**config.mk**
```make
export PLATFORM = sky130hd
export DESIGN_NAME = pmr_regs
export DESIGN_NICKNAME = d
export VERILOG_FILES = /design/src/inc/pmr_pkg.sv /design/src/hw/pmr_rst_seq.sv /design/src/hw/pmr_regs.sv
export VERILOG_INCLUDE_DIRS = /design/src /design/src/inc
export SDC_FILE = /design/constraint.sdc
export NUM_CORES = 1
export LEC_CHECK = 0
export ABC_AREA = 1
export BUFFER_PORTS_ARGS = -buffer_cell sky130_fd_sc_hd__buf_2
export CAP_MARGIN = 15
export CORE_ASPECT_RATIO = 2
export CORE_UTILIZATION = 50
export DETAILED_ROUTE_END_ITERATION = 7
export PLACE_DENSITY = 0.92
export SYNTH_ARGS = -nofsm -noshare
export SYNTH_HDL_FRONTEND = slang
export SYNTH_SLANG_ARGS = --single-unit
```
**constraint.sdc**
```tcl
create_clock -name sys_clk_in -period 2 [get_ports sys_clk_in]
set_clock_uncertainty 0.2 [all_clocks]
set_input_delay 0.2 -clock sys_clk_in [delete_from_list [all_inputs] [get_ports sys_clk_in]]
set_output_delay 0.2 -clock sys_clk_in [all_outputs]
set_load 0.02 [all_outputs]
```
**src/inc/pmr_cfg.svh**
```systemverilog
`ifndef PMR_CFG_SVH
`define PMR_CFG_SVH

// management device address of this register group
`define PMR_DEVAD            5'h01

// register addresses
`define PMR_OFS_CTRL_ONE     16'h0000
`define PMR_OFS_STAT_ONE     16'h0001
`define PMR_OFS_DEVS_LOW     16'h0005
`define PMR_OFS_DEVS_HIGH    16'h0006
`define PMR_OFS_CTRL_TWO     16'h0007

// field positions
`define PMR_BIT_SOFT_RST     15
`define PMR_BIT_SOFT_PD      11
`define PMR_BIT_LOOPBACK     0
`define PMR_BIT_LINK_LL      2
`define PMR_BIT_PD_ABLE      1
`define PMR_TYPE_MSB         6
`define PMR_TYPE_W           7

// reset and constant values
`define PMR_TYPE_RST         7'h3D
`define PMR_DEVS_LOW_VAL     16'h008B
`define PMR_DEVS_HIGH_VAL    16'hC000
`define PMR_WORD_ZERO        16'h0000

// soft reset duration
`define PMR_CLK_PERIOD_NS    5
`define PMR_SOFT_RST_NS      1000
`define PMR_SOFT_RST_CYC     ((`PMR_SOFT_RST_NS + `PMR_CLK_PERIOD_NS - 1) / `PMR_CLK_PERIOD_NS)
`define PMR_RST_CNT_W        8
`define PMR_RST_CNT_ZERO     8'h00
`define PMR_RST_CNT_ONE      8'h01

`endif

```
**src/inc/pmr_pkg.sv**
```systemverilog
package pmr_pkg;

    typedef struct packed {
        logic        valid;
        logic        write;
        logic [4:0]  devad;
        logic [15:0] regad;
        logic [15:0] wdata;
    } pmr_req_t;

    typedef struct packed {
        logic        ack;
        logic        hit;
        logic [15:0] rdata;
    } pmr_rsp_t;

    typedef enum logic [0:0] {
        PMR_SEQ_IDLE = 1'b0,
        PMR_SEQ_RUN  = 1'b1
    } pmr_seq_state_t;

endpackage : pmr_pkg

```
**src/hw/pmr_rst_seq.sv**
```systemverilog
`timescale 1ns/1ps
`include "pmr_cfg.svh"

module pmr_rst_seq (
    input  wire logic sys_clk_in,
    input  wire logic resetn_in,
    input  wire logic start_in,
    output logic      busy_out,
    output logic      done_out
);

    localparam int CHK_MAX = 300;

    pmr_pkg::pmr_seq_state_t        state_ff;
    pmr_pkg::pmr_seq_state_t        nxt_state;
    logic [`PMR_RST_CNT_W-1:0]      cnt_ff;
    logic [`PMR_RST_CNT_W-1:0]      nxt_cnt;
    logic                           done_ff;
    logic                           nxt_done;

    always_comb
    begin
        nxt_state = state_ff;
        nxt_cnt   = cnt_ff;
        nxt_done  = 1'b0;
        unique case (state_ff)
            pmr_pkg::PMR_SEQ_IDLE:
            begin
                if (start_in)
                begin
                    nxt_state = pmr_pkg::PMR_SEQ_RUN;
                    nxt_cnt   = `PMR_RST_CNT_W'(`PMR_SOFT_RST_CYC - 1);
                end
            end
            pmr_pkg::PMR_SEQ_RUN:
            begin
                // holds for the whole reset time, then clears itself
                if (cnt_ff == `PMR_RST_CNT_ZERO)
                begin
                    nxt_state = pmr_pkg::PMR_SEQ_IDLE;
                    nxt_done  = 1'b1;
                end
                else
                begin
                    nxt_cnt = cnt_ff - `PMR_RST_CNT_ONE;
                end
            end
        endcase
    end

    always_ff @(posedge sys_clk_in or negedge resetn_in)
    begin
        if (!resetn_in)
        begin
            state_ff <= pmr_pkg::PMR_SEQ_IDLE;
            cnt_ff   <= `PMR_RST_CNT_ZERO;
            done_ff  <= 1'b0;
        end
        else
        begin
            state_ff <= nxt_state;
            cnt_ff   <= nxt_cnt;
            done_ff  <= nxt_done;
        end
    end

    assign busy_out = (state_ff == pmr_pkg::PMR_SEQ_RUN);
    assign done_out = done_ff;

    chk_rst_busy_hold: assert property (
        @(posedge sys_clk_in) disable iff (!resetn_in)
        $rose(busy_out) |-> busy_out[*8] ##[1:CHK_MAX] (!busy_out && done_out))
        else $error("soft reset busy did not hold then clear");

endmodule : pmr_rst_seq

```
**src/hw/pmr_regs.sv**
```systemverilog
`timescale 1ns/1ps
`include "pmr_cfg.svh"

// Overview of operation
// - registers answer only at device address one
// - writing bit 15 starts whole-chip reset
// - reset bit reads one only while resetting
// - bit 11 puts chip in power-down
// - register access still works while powered down
// - power-down default comes from receive-valid strap
// - control word reset value reflects strap
// - bit 0 loops transmit back to receive
// - link bit latches low until read
// - power-down capability bit always reads one
// - low devices word reads constant 0x8B
// - high devices word reads constant 0xC000
// - seven-bit type field, upper bits read-only
// - type field resets to BASE-T1 code
module pmr_regs (
    input  wire logic              sys_clk_in,
    input  wire logic              resetn_in,
    input  wire pmr_pkg::pmr_req_t mgmt_req_in,
    output pmr_pkg::pmr_rsp_t      mgmt_rsp_out,
    input  wire logic              link_up_in,
    input  wire logic              receive_valid_powerdown_strap_pin_in,
    output logic                   chip_soft_reset_out,
    output logic                   soft_power_down_out,
    output logic                   local_loopback_enable_out,
    output logic [6:0]             type_select_out
);

    logic                          strap_done_ff;
    logic                          nxt_strap_done;
    logic                          soft_power_down_bit_ff;
    logic                          nxt_soft_power_down_bit;
    logic                          local_loopback_enable_ff;
    logic                          nxt_local_loopback_enable;
    logic                          latched_link_up_flag_ff;
    logic                          nxt_latched_link_up_flag;
    logic [`PMR_TYPE_W-1:0]        type_sel_ff;
    logic [`PMR_TYPE_W-1:0]        nxt_type_sel;
    pmr_pkg::pmr_rsp_t             rsp_ff;
    pmr_pkg::pmr_rsp_t             nxt_rsp;

    logic                          dev_sel;
    logic                          sel_ctrl_one;
    logic                          sel_stat_one;
    logic                          sel_devs_low;
    logic                          sel_devs_high;
    logic                          sel_ctrl_two;
    logic                          wr_en;
    logic                          rd_en;
    logic                          rst_start;
    logic                          rst_busy;
    logic                          rst_done;

    // decode
    assign dev_sel       = mgmt_req_in.valid && (mgmt_req_in.devad == `PMR_DEVAD);
    assign sel_ctrl_one  = dev_sel && (mgmt_req_in.regad == `PMR_OFS_CTRL_ONE);
    assign sel_stat_one  = dev_sel && (mgmt_req_in.regad == `PMR_OFS_STAT_ONE);
    assign sel_devs_low  = dev_sel && (mgmt_req_in.regad == `PMR_OFS_DEVS_LOW);
    assign sel_devs_high = dev_sel && (mgmt_req_in.regad == `PMR_OFS_DEVS_HIGH);
    assign sel_ctrl_two  = dev_sel && (mgmt_req_in.regad == `PMR_OFS_CTRL_TWO);
    // writes during a soft reset are dropped; the reset would undo them anyway
    assign wr_en         = mgmt_req_in.write && !rst_busy;
    assign rd_en         = !mgmt_req_in.write;
    assign rst_start     = sel_ctrl_one && wr_en
                           && mgmt_req_in.wdata[`PMR_BIT_SOFT_RST];

    pmr_rst_seq pmr_rst_seq_inst (
        .sys_clk_in (sys_clk_in),
        .resetn_in  (resetn_in),
        .start_in   (rst_start),
        .busy_out   (rst_busy),
        .done_out   (rst_done)
    );

    always_comb
    begin
        nxt_strap_done            = 1'b1;
        nxt_soft_power_down_bit   = soft_power_down_bit_ff;
        nxt_local_loopback_enable = local_loopback_enable_ff;
        nxt_type_sel              = type_sel_ff;
        // a drop in the read cycle itself still latches low
        nxt_latched_link_up_flag  = latched_link_up_flag_ff && link_up_in;
        if (sel_stat_one && rd_en)
        begin
            nxt_latched_link_up_flag = link_up_in;
        end
        if (!strap_done_ff || rst_done)
        begin
            // strap caught after hard reset release and at soft reset end
            nxt_soft_power_down_bit   = receive_valid_powerdown_strap_pin_in;
            nxt_local_loopback_enable = 1'b0;
            nxt_type_sel              = `PMR_TYPE_RST;
            nxt_latched_link_up_flag  = 1'b0;
        end
        else
        begin
            if (sel_ctrl_one && wr_en)
            begin
                nxt_soft_power_down_bit   = mgmt_req_in.wdata[`PMR_BIT_SOFT_PD];
                nxt_local_loopback_enable = mgmt_req_in.wdata[`PMR_BIT_LOOPBACK];
            end
            if (sel_ctrl_two && wr_en)
            begin
                nxt_type_sel = mgmt_req_in.wdata[`PMR_TYPE_MSB:0];
            end
        end
    end

    // read path; power-down does not gate it
    always_comb
    begin
        nxt_rsp       = '0;
        nxt_rsp.ack   = mgmt_req_in.valid;
        nxt_rsp.hit   = sel_ctrl_one || sel_stat_one || sel_devs_low
                        || sel_devs_high || sel_ctrl_two;
        nxt_rsp.rdata = `PMR_WORD_ZERO;
        if (rd_en)
        begin
            if (sel_ctrl_one)
            begin
                nxt_rsp.rdata[`PMR_BIT_SOFT_RST] = rst_busy;
                nxt_rsp.rdata[`PMR_BIT_SOFT_PD]  = soft_power_down_bit_ff;
                nxt_rsp.rdata[`PMR_BIT_LOOPBACK] = local_loopback_enable_ff;
            end
            if (sel_stat_one)
            begin
                nxt_rsp.rdata[`PMR_BIT_LINK_LL] = latched_link_up_flag_ff;
                nxt_rsp.rdata[`PMR_BIT_PD_ABLE] = 1'b1;
            end
            if (sel_devs_low)
            begin
                nxt_rsp.rdata = `PMR_DEVS_LOW_VAL;
            end
            if (sel_devs_high)
            begin
                nxt_rsp.rdata = `PMR_DEVS_HIGH_VAL;
            end
            if (sel_ctrl_two)
            begin
                nxt_rsp.rdata[`PMR_TYPE_MSB:0] = type_sel_ff;
            end
        end
    end

    always_ff @(posedge sys_clk_in or negedge resetn_in)
    begin
        if (!resetn_in)
        begin
            strap_done_ff            <= 1'b0;
            soft_power_down_bit_ff   <= 1'b0;
            local_loopback_enable_ff <= 1'b0;
            latched_link_up_flag_ff  <= 1'b0;
            type_sel_ff              <= `PMR_TYPE_RST;
            rsp_ff                   <= '0;
        end
        else
        begin
            strap_done_ff            <= nxt_strap_done;
            soft_power_down_bit_ff   <= nxt_soft_power_down_bit;
            local_loopback_enable_ff <= nxt_local_loopback_enable;
            latched_link_up_flag_ff  <= nxt_latched_link_up_flag;
            type_sel_ff              <= nxt_type_sel;
            rsp_ff                   <= nxt_rsp;
        end
    end

    assign mgmt_rsp_out              = rsp_ff;
    assign chip_soft_reset_out       = rst_busy;
    assign soft_power_down_out       = soft_power_down_bit_ff;
    assign local_loopback_enable_out = local_loopback_enable_ff;
    assign type_select_out           = type_sel_ff;

    chk_ack_every_req: assert property (
        @(posedge sys_clk_in) disable iff (!resetn_in)
        mgmt_req_in.valid |=> mgmt_rsp_out.ack)
        else $error("request not acknowledged next cycle");

    chk_other_devad_miss: assert property (
        @(posedge sys_clk_in) disable iff (!resetn_in)
        mgmt_req_in.valid && (mgmt_req_in.devad != `PMR_DEVAD)
        |=> !mgmt_rsp_out.hit && (mgmt_rsp_out.rdata == `PMR_WORD_ZERO))
        else $error("foreign device address answered");

    chk_soft_rst_start: assert property (
        @(posedge sys_clk_in) disable iff (!resetn_in)
        rst_start |=> chip_soft_reset_out[*4])
        else $error("soft reset did not start");

    chk_rst_bit_reads: assert property (
        @(posedge sys_clk_in) disable iff (!resetn_in)
        sel_ctrl_one && rd_en
        |=> mgmt_rsp_out.rdata[`PMR_BIT_SOFT_RST] == $past(chip_soft_reset_out))
        else $error("reset bit read disagrees with reset state");

    chk_pd_write: assert property (
        @(posedge sys_clk_in) disable iff (!resetn_in)
        sel_ctrl_one && wr_en && strap_done_ff && !rst_done
        |=> soft_power_down_out == $past(mgmt_req_in.wdata[`PMR_BIT_SOFT_PD]))
        else $error("power-down bit not written");

    chk_pd_access: assert property (
        @(posedge sys_clk_in) disable iff (!resetn_in)
        soft_power_down_out && sel_devs_high && rd_en
        |=> mgmt_rsp_out.hit && (mgmt_rsp_out.rdata == `PMR_DEVS_HIGH_VAL))
        else $error("access lost in power-down");

    // the release edge itself still resets; the strap load is one edge later
    chk_strap_load: assert property (
        @(posedge sys_clk_in) disable iff (!resetn_in)
        resetn_in && (!strap_done_ff || rst_done)
        |=> soft_power_down_out == $past(receive_valid_powerdown_strap_pin_in)
            && !local_loopback_enable_out)
        else $error("strap not captured into power-down");

    chk_loopback_write: assert property (
        @(posedge sys_clk_in) disable iff (!resetn_in)
        sel_ctrl_one && wr_en && strap_done_ff && !rst_done
        |=> local_loopback_enable_out == $past(mgmt_req_in.wdata[`PMR_BIT_LOOPBACK]))
        else $error("loopback bit not written");

    chk_link_latch_low: assert property (
        @(posedge sys_clk_in) disable iff (!resetn_in)
        !link_up_in ##1 (sel_stat_one && rd_en)
        |=> !mgmt_rsp_out.rdata[`PMR_BIT_LINK_LL])
        else $error("link drop not latched");

    chk_status_read: assert property (
        @(posedge sys_clk_in) disable iff (!resetn_in)
        sel_stat_one && rd_en
        |=> mgmt_rsp_out.rdata[`PMR_BIT_PD_ABLE] && (mgmt_rsp_out.rdata[15:3] == 13'h0000))
        else $error("status capability or reserved bits wrong");

    chk_devs_low_const: assert property (
        @(posedge sys_clk_in) disable iff (!resetn_in)
        sel_devs_low && rd_en |=> mgmt_rsp_out.rdata == `PMR_DEVS_LOW_VAL)
        else $error("low devices word wrong");

    chk_type_reserved: assert property (
        @(posedge sys_clk_in) disable iff (!resetn_in)
        sel_ctrl_two && rd_en
        |=> mgmt_rsp_out.rdata == {9'h000, $past(type_sel_ff)})
        else $error("type word read wrong");

    chk_link_recover: assert property (
        @(posedge sys_clk_in) disable iff (!resetn_in)
        strap_done_ff && !rst_done && sel_stat_one && rd_en && link_up_in
        ##1 (link_up_in && !rst_done)[*2]
        ##1 (link_up_in && sel_stat_one && rd_en)
        |=> mgmt_rsp_out.rdata[`PMR_BIT_LINK_LL])
        else $error("latched link did not recover");

endmodule : pmr_regs

```
==> metrics.md, run 1 <==
| Metric | Value |
|---|---|
| Antenna cells | `0` |
| GRT Total Usage | `25.05%` |
| Synth cell types | `33` |
| Port-buffer cells | `58` |
| Simple-Gate Fraction of Synth Area | `42.38%` |
| Setup Fix Bufs, Post-CTS | `0` |
| DRC | `0` |
| Crit-path leading delay family | `simple AND/OR/NAND/NOR gates` |
| CP cell instances | `dlygate4sd3_1 > buf_2 > inv_1 > nor2_2 > nand3_2 > nor2_4 > nand2_1 > nor2_1 > nand2_1 > o21ai_0` |
| Critical Path Max Stage Delay | `520 ps` |
| Die W | `46.77 µm` |
| Setup repair after global routing missed its margin | `false` |
| Final Slew Violations | `0` |
| H-Tree Depth | `2` |
| Synth warn | `0` |
| Total congestion overflow | `0` |
| Root Driver | `clkbuf_8` |
| Synth Area in XOR/XNOR | `0.8739%` |
| Most common cell after layout, fill and taps aside | `nand2_1` |
| Seq/Total Area, Yosys | `42.76%` |
| Cells after Synth | `247` |
| Post-synthesis compound-gate area fraction | `1.498%` |
| Setup Slack @ Placement | `415.6 ps` |
| Clock latency on the worst-skew pair | `290 ps` |
| Adder-Cell Fraction of Synth Area | `1.248%` |
| Power Dens Cells | `659.0 nW/µm²` |
| Crit end category | `register` |
| Maximum clock path buffer count | `2` |
| Drt pass-1 iters | `4` |
| Initial antenna violation count | `0` |
| Routability Congestion | `0.9073` |
| Min-Delay Path Class | `in2reg` |
| Max Cap Viol | `0` |
| Fin worst setup slack | `283.2 ps` |
| Largest family of logic cells by synthesized area | `simple AND/OR/NAND/NOR gates` |
| Fin Setup TNS | `0 ps` |
| WL per Instance | `12.64 µm` |
| Crit path buffers/inverters | `3` |
| Ports | `71` |
| Vias in the first global route | `1868` |
| Startpoint types | `input port` |
| Mapped Avg Cell Area | `8.115 µm²` |
| Mux contribution to synthesized area | `0.5618%` |
| Reg clk slew, reported paths | `70 ps` |
| Die Area | `4281 µm²` |
| Synthesized area | `2004 µm²` |
| Routed Antenna Nets | `0` |
| Most frequent cells in the layout | `nand2_1, buf_2, inv_1, dfrtp_1, nand3_1` |
| Core area | `3844 µm²` |
| Layout area overhead | `28.28%` |
| Post-layout min period | `1717 ps` |
| Finished Cell Area | `2571 µm²` |
| Initial core utilization | `52.15%` |
| DR vias/cell | `4.917` |
| CP Max Fanout | `3` |
| DP HPWL | `3466 µm` |
| Critical Path AT | `1710 ps` |
| Pleak | `1.515 nW` |
| Worst ir drop on vdd | `630.8 µV` |
| Placement Cell Area | `2338 µm²` |
| #FFs+latches synth | `34` |
| Fmax | `582.5 MHz` |
| Die Ht | `91.54 µm` |
| DR vias | `1829` |
| Setup CP Type | `in2reg` |
| Placed cells | `355` |
| DRT Wirelength | `4701 µm` |
| Tcrit/Tclk final | `85.84%` |
| CTS sink cnt | `34` |
| CTS tree | `yes` |
| Num CTS Buffers | `5` |
| First-pass GRT wire length | `7693 µm` |
| Status | `completed` |
| Row cnt | `32` |
| Hold Vio Cnt, Final | `0` |
| Drt initial violations | `34` |
| Worst Path Required | `2000 ps` |
| Fin util | `66.89%` |
| Most used cell along the critical path | `nand2_1` |
| Slew of the pin with the lowest slew margin | `776.7 ps` |
| Nets | `365` |
| Final std cells w/o fill | `372` |
| Layout cells sized above 1 | `37.38%` |
| Largest net degree at the start of global routing | `35` |
| Critical-path top delay cell | `dlygate4sd3_1` |
| Final-report setup violation count | `0` |
| Slew HR | `48.22%` |
==> cell families after synthesis <==
family                     Yosys count
muxes                                1
xor gates and xnor gates             2
and+or+nand+nor                    153
adders and majority gates            2
buffers and inverters               47
DFF                                 34
AOI/OAI and AO/OA                    6
other                                2
==> flip-flops by register name, summed over array words and instances (netlist names) <==
register and count:
latched_link_up_flag_ff 1, pmr_rst_seq_inst.busy_out 1, type_select_out 7, strap_done_ff 1, mgmt_rsp_out 13, soft_power_down_out 1
pmr_rst_seq_inst.cnt_ff 8, pmr_rst_seq_inst.done_out 1, local_loopback_enable_out 1
==> metal layers <==
metal	GRT usage [%]	vias up	wire length, µm
met5	0	-	0
met4	16.43	0	287
met3	4.374	27	205
met2	43.40	71	2606
met1	24.77	829	1602
li1	-	902	-
==> tightest hold or removal path, delay by kind of cell <==
| family | cells | cell delay (ps) |
|---|---|---|
| buf+inv | 2 | 140 |
| simple gates | 3 | 140 |
==> stage by stage <==
step	power (mW)	hold WS, ps
floorplan	0.8280	-295.6
global placement	0.8981	92.60
detailed placement	0.9034	106.5
CTS	1.696	6.848
global route	1.741	15.68
finish	1.695	2.101
==> final timing paths <==
check / from / end / slack [ps] / depth (start not counted)
worst max register to register: pmr_rst_seq_inst.cnt_ff[4]$_DFFE_PN0P_ / pmr_rst_seq_inst.cnt_ff[7]$_DFFE_PN0P_ / 390 / 8
worst min register to register: type_select_out[5]$_DFFE_PN1P_ / mgmt_rsp_out[5]$_DFF_PN0_ / 290 / 2
worst min-delay path: mgmt_req_in[3] / type_select_out[3]$_DFFE_PN1P_ / 2 / 5
max in group asynchronous: resetn_in / mgmt_rsp_out[14]$_DFF_PN0_ / 780 / 2
worst max-delay path: mgmt_req_in[38] / mgmt_rsp_out[15]$_DFF_PN0_ / 280 / 10
min in group asynchronous: resetn_in / mgmt_rsp_out[5]$_DFF_PN0_ / 320 / 2
==> timing repair <==
| action | 4_1_cts | 5_1_grt |
|---|---|---|
| hold buffers | 9 | 0 |
| endpoints found under the hold margin | 37 | 0 |
| gates resized for setup | 0 | 0 |
==> synthesized netlist by cell type (all sizes together) <==
cell    number  share of area (%)
nand2       72                 16
inv         39                7.4
nor2        33                 11
nand3       30                8.2
dfrtp       29                 36
nand4        9                4.2
buf          7                2.7
nor3         6                2.3
dfstp        5                6.6
o21ai        5                1.2
conb         2               0.37
ha           2                1.2
xor2         2               0.87
a21oi        1               0.25
and3         1               0.31
clkbuf       1               0.19
mux2         1               0.56
nand3b       1               0.37
or2          1               0.31
==> layout make-up <==
cell class / count / area [µm²]
flip-flops and latches: 34 / 857.1
fillers: 319 / 1272
well taps: 51 / 63.81
multi-input cells: 170 / 955.9
inverters: 39 / 148.9
repair buffers: 70 / 402.9
clock inverters: 2 / 60.06
clock buffers: 6 / 82.58
==> power by group <==
part / switching (mW) / internal, mW / leakage (nW)
clock network: 0.258 / 0.532 / 0.0714
registers: 0.0114 / 0.710 / 0.430
logic: 0.114 / 0.0701 / 1.01
Power figures use the tool's default switching activity.
==> run 2, diff against run 1 <==
--- a/config.mk
+++ b/config.mk
@@ -12,7 +12,8 @@
 export CORE_ASPECT_RATIO = 2
 export CORE_UTILIZATION = 50
 export DETAILED_ROUTE_END_ITERATION = 7
-export PLACE_DENSITY = 0.92
+export PLACE_DENSITY = 0.91
 export SYNTH_ARGS = -nofsm -noshare
 export SYNTH_HDL_FRONTEND = slang
+export SYNTH_HIERARCHICAL = 1
 export SYNTH_SLANG_ARGS = --single-unit
==> metrics.md, run 2 <==
| Metric | Value |
|---|---|
| Fraction of registers with async set/reset | `100.0%` |
| Synth Flop Type | `dfrtp_1` |
| CTS sink cnt | `34` |
| Fin util | `66.67%` |
| Fin worst setup slack | `233.9 ps` |
| Synth cell types | `35` |
| Initial core utilization | `52.01%` |
| Setup Fix Bufs, Post-CTS | `0` |
| Most common cell after layout, fill and taps aside | `buf_2` |
| Slew HR | `51.00%` |
| Synth warn | `6` |
| Max Cap Viol | `0` |
| Die W | `47.88 µm` |
| Setup CP Type | `reg2reg` |
| H-Tree Depth | `2` |
| Maximum clock path buffer count | `2` |
| Worst Path Required | `1990 ps` |
| Routed Antenna Nets | `0` |
| Pleak | `1.514 nW` |
| Final Slew Violations | `0` |
| Num CTS Buffers | `5` |
| Placed cells | `371` |
| Hold Vio Cnt, Final | `0` |
| Routability Congestion | `0.9291` |
| Count leader, synth | `nand2_1` |
| CP endpoint | `pmr_rst_seq_inst/cnt_ff[3]$_DFFE_PN0P_` |
| Placement Cell Area | `2460 µm²` |
| Fmax | `566.2 MHz` |
| Power Dens Cells | `618.7 nW/µm²` |
| WL per Instance | `12.56 µm` |
| Layout cells sized above 1 | `40.06%` |
| Antenna cells | `0` |
| Total power | `1.669 mW` |
| DP HPWL | `3706 µm` |
| Die Area | `4488 µm²` |
| Port-buffer cells | `58` |
| Startpoint types | `register` |
| Seq/Total Area, Yosys | `40.73%` |
| Synthesized area | `2105 µm²` |
| #FFs+latches synth | `34` |
| Fin Setup TNS | `0 ps` |
| Post-synth EDFFs | `0` |
| First-pass GRT wire length | `8321 µm` |
| Tcrit/Tclk final | `88.30%` |
| Ranking of synthesized cells by area | `dfrtp_1, nand2_1, dfstp_2` |
| DR vias | `1923` |
| Reg-to-Reg Start | `pmr_rst_seq_inst/busy_out$_DFF_PN0_` |
| Largest register FFs | `13` |
| Slew of the pin with the lowest slew margin | `735.1 ps` |
| Worst Hold Launch | `mgmt_req_in[37]` |
| Layout area overhead | `28.18%` |
| Hold slack final | `48.06 ps` |
| Critical path launch point | `pmr_rst_seq_inst/busy_out$_DFF_PN0_` |
| Row cnt | `33` |
| Ports | `71` |
| Status | `completed` |
| Clock latency on the worst-skew pair | `290 ps` |
| Nets | `381` |
| Worst ir drop on vdd | `686.3 µV` |
| Drt pass-1 iters | `4` |
| Die Ht | `93.75 µm` |
| R2r setup slk | `230 ps` |
| Worst r2r path cells | `8` |
| Synth top area share | `34.48%` |
| DRT Wirelength | `4887 µm` |
| Mapped Avg Cell Area | `8.126 µm²` |
| Final std cells w/o fill | `389` |
| Vias in the first global route | `1917` |
| CP Max Fanout | `7` |
| Root Driver | `clkbuf_8` |
| Post-layout min period | `1766 ps` |
| Critical Path AT | `1750 ps` |
| Critical R2R Capture | `pmr_rst_seq_inst/cnt_ff[3]$_DFFE_PN0P_` |
| Largest net degree at the start of global routing | `35` |
| Finished Cell Area | `2698 µm²` |
| DR vias/cell | `4.943` |
| Setup Slack @ Placement | `122.6 ps` |
| Synth area leader | `dfrtp_1` |
| Min-Delay Path Class | `in2reg` |
| Most frequent cells in the layout | `buf_2, nand2_1, dfrtp_1, inv_1, nor2_1` |
| Setup repair after global routing missed its margin | `false` |
| Crit end category | `register` |
| Drt initial violations | `62` |
| DRC | `0` |
| Commonest cells in the netlist | `nand2_1, dfrtp_1, inv_1, nor2_1, nand3_1` |
| Final-report setup violation count | `0` |
| CTS tree | `yes` |
| GRT Total Usage | `26.17%` |
| Reg clk slew, reported paths | `80 ps` |
| Cells after Synth | `259` |
| Initial antenna violation count | `0` |
| Core area | `4046 µm²` |
| Total congestion overflow | `0` |
## run 2: critical path, stage by stage, from the launching register on
cell and delay, ps:
dfrtp_1 440, nor2_8 170, inv_1 70, nor3b_1 300, nor2_1 90, inv_2 130
nand2_8 90, nand2_1 110, nand2_2 60
## run 2: routing by layer
layer,track usage [%],share of wire (%)
met2,48.20,60
met5,0,0
met4,12.73,3.5
met1,24.75,33
met3,5.192,3.8
## run 2: worst min-delay path by stage
stage,to,slack (ps),depth (start not counted)
finish,mgmt_rsp_out[1]$_DFF_PN0_,50,4
global route,mgmt_rsp_out[0]$_DFF_PN0_,70,4
CTS,mgmt_rsp_out[1]$_DFF_PN0_,40,4
detailed placement,mgmt_rsp_out[5]$_DFF_PN0_,100,1
global placement,mgmt_rsp_out[4]$_DFF_PN0_,100,1
floorplan,latched_link_up_flag_ff$_DFF_PN0_,-300,0
## run 2: cells by family (layout without fill, tap and decap cells)
family,count (synthesis),in the layout,share of synthesized area [%]
flops,34,34,40.73
simple gates,163,163,43.99
compound gates,9,9,2.794
buf+inv,47,121,10.11
fa+ha+maj,2,2,1.189
other cells,2,6,0.3569
xor+xnor,2,2,0.8325
## run 2: power by group
part	internal [mW]	switching (mW)	total (mW)	leakage (nW)
Clock	0.499	0.271	0.770	0.0683
Sequential	0.708	0.00965	0.717	0.436
Combinational	0.0718	0.110	0.181	1.01
Total	1.28	0.390	1.67	1.51
## run 2: repair_timing
action	4_1_cts	5_1_grt
hold buffers	10	0
resized for setup	0	0
setup endpoints to repair	0	0
endpoints found under the hold margin	38	0
## run 2: final cells by class
type                            instances  area (µm²)
Fill cell                             345        1349
Multi-Input combinational cell        182        1050
Sequential cell                        34       857.1
Timing Repair Buffer                   73       427.9
Inverter                               40       160.2
Clock buffer                            5       68.82
Clock inverter                          3       68.82
Tap cell                               52       65.06
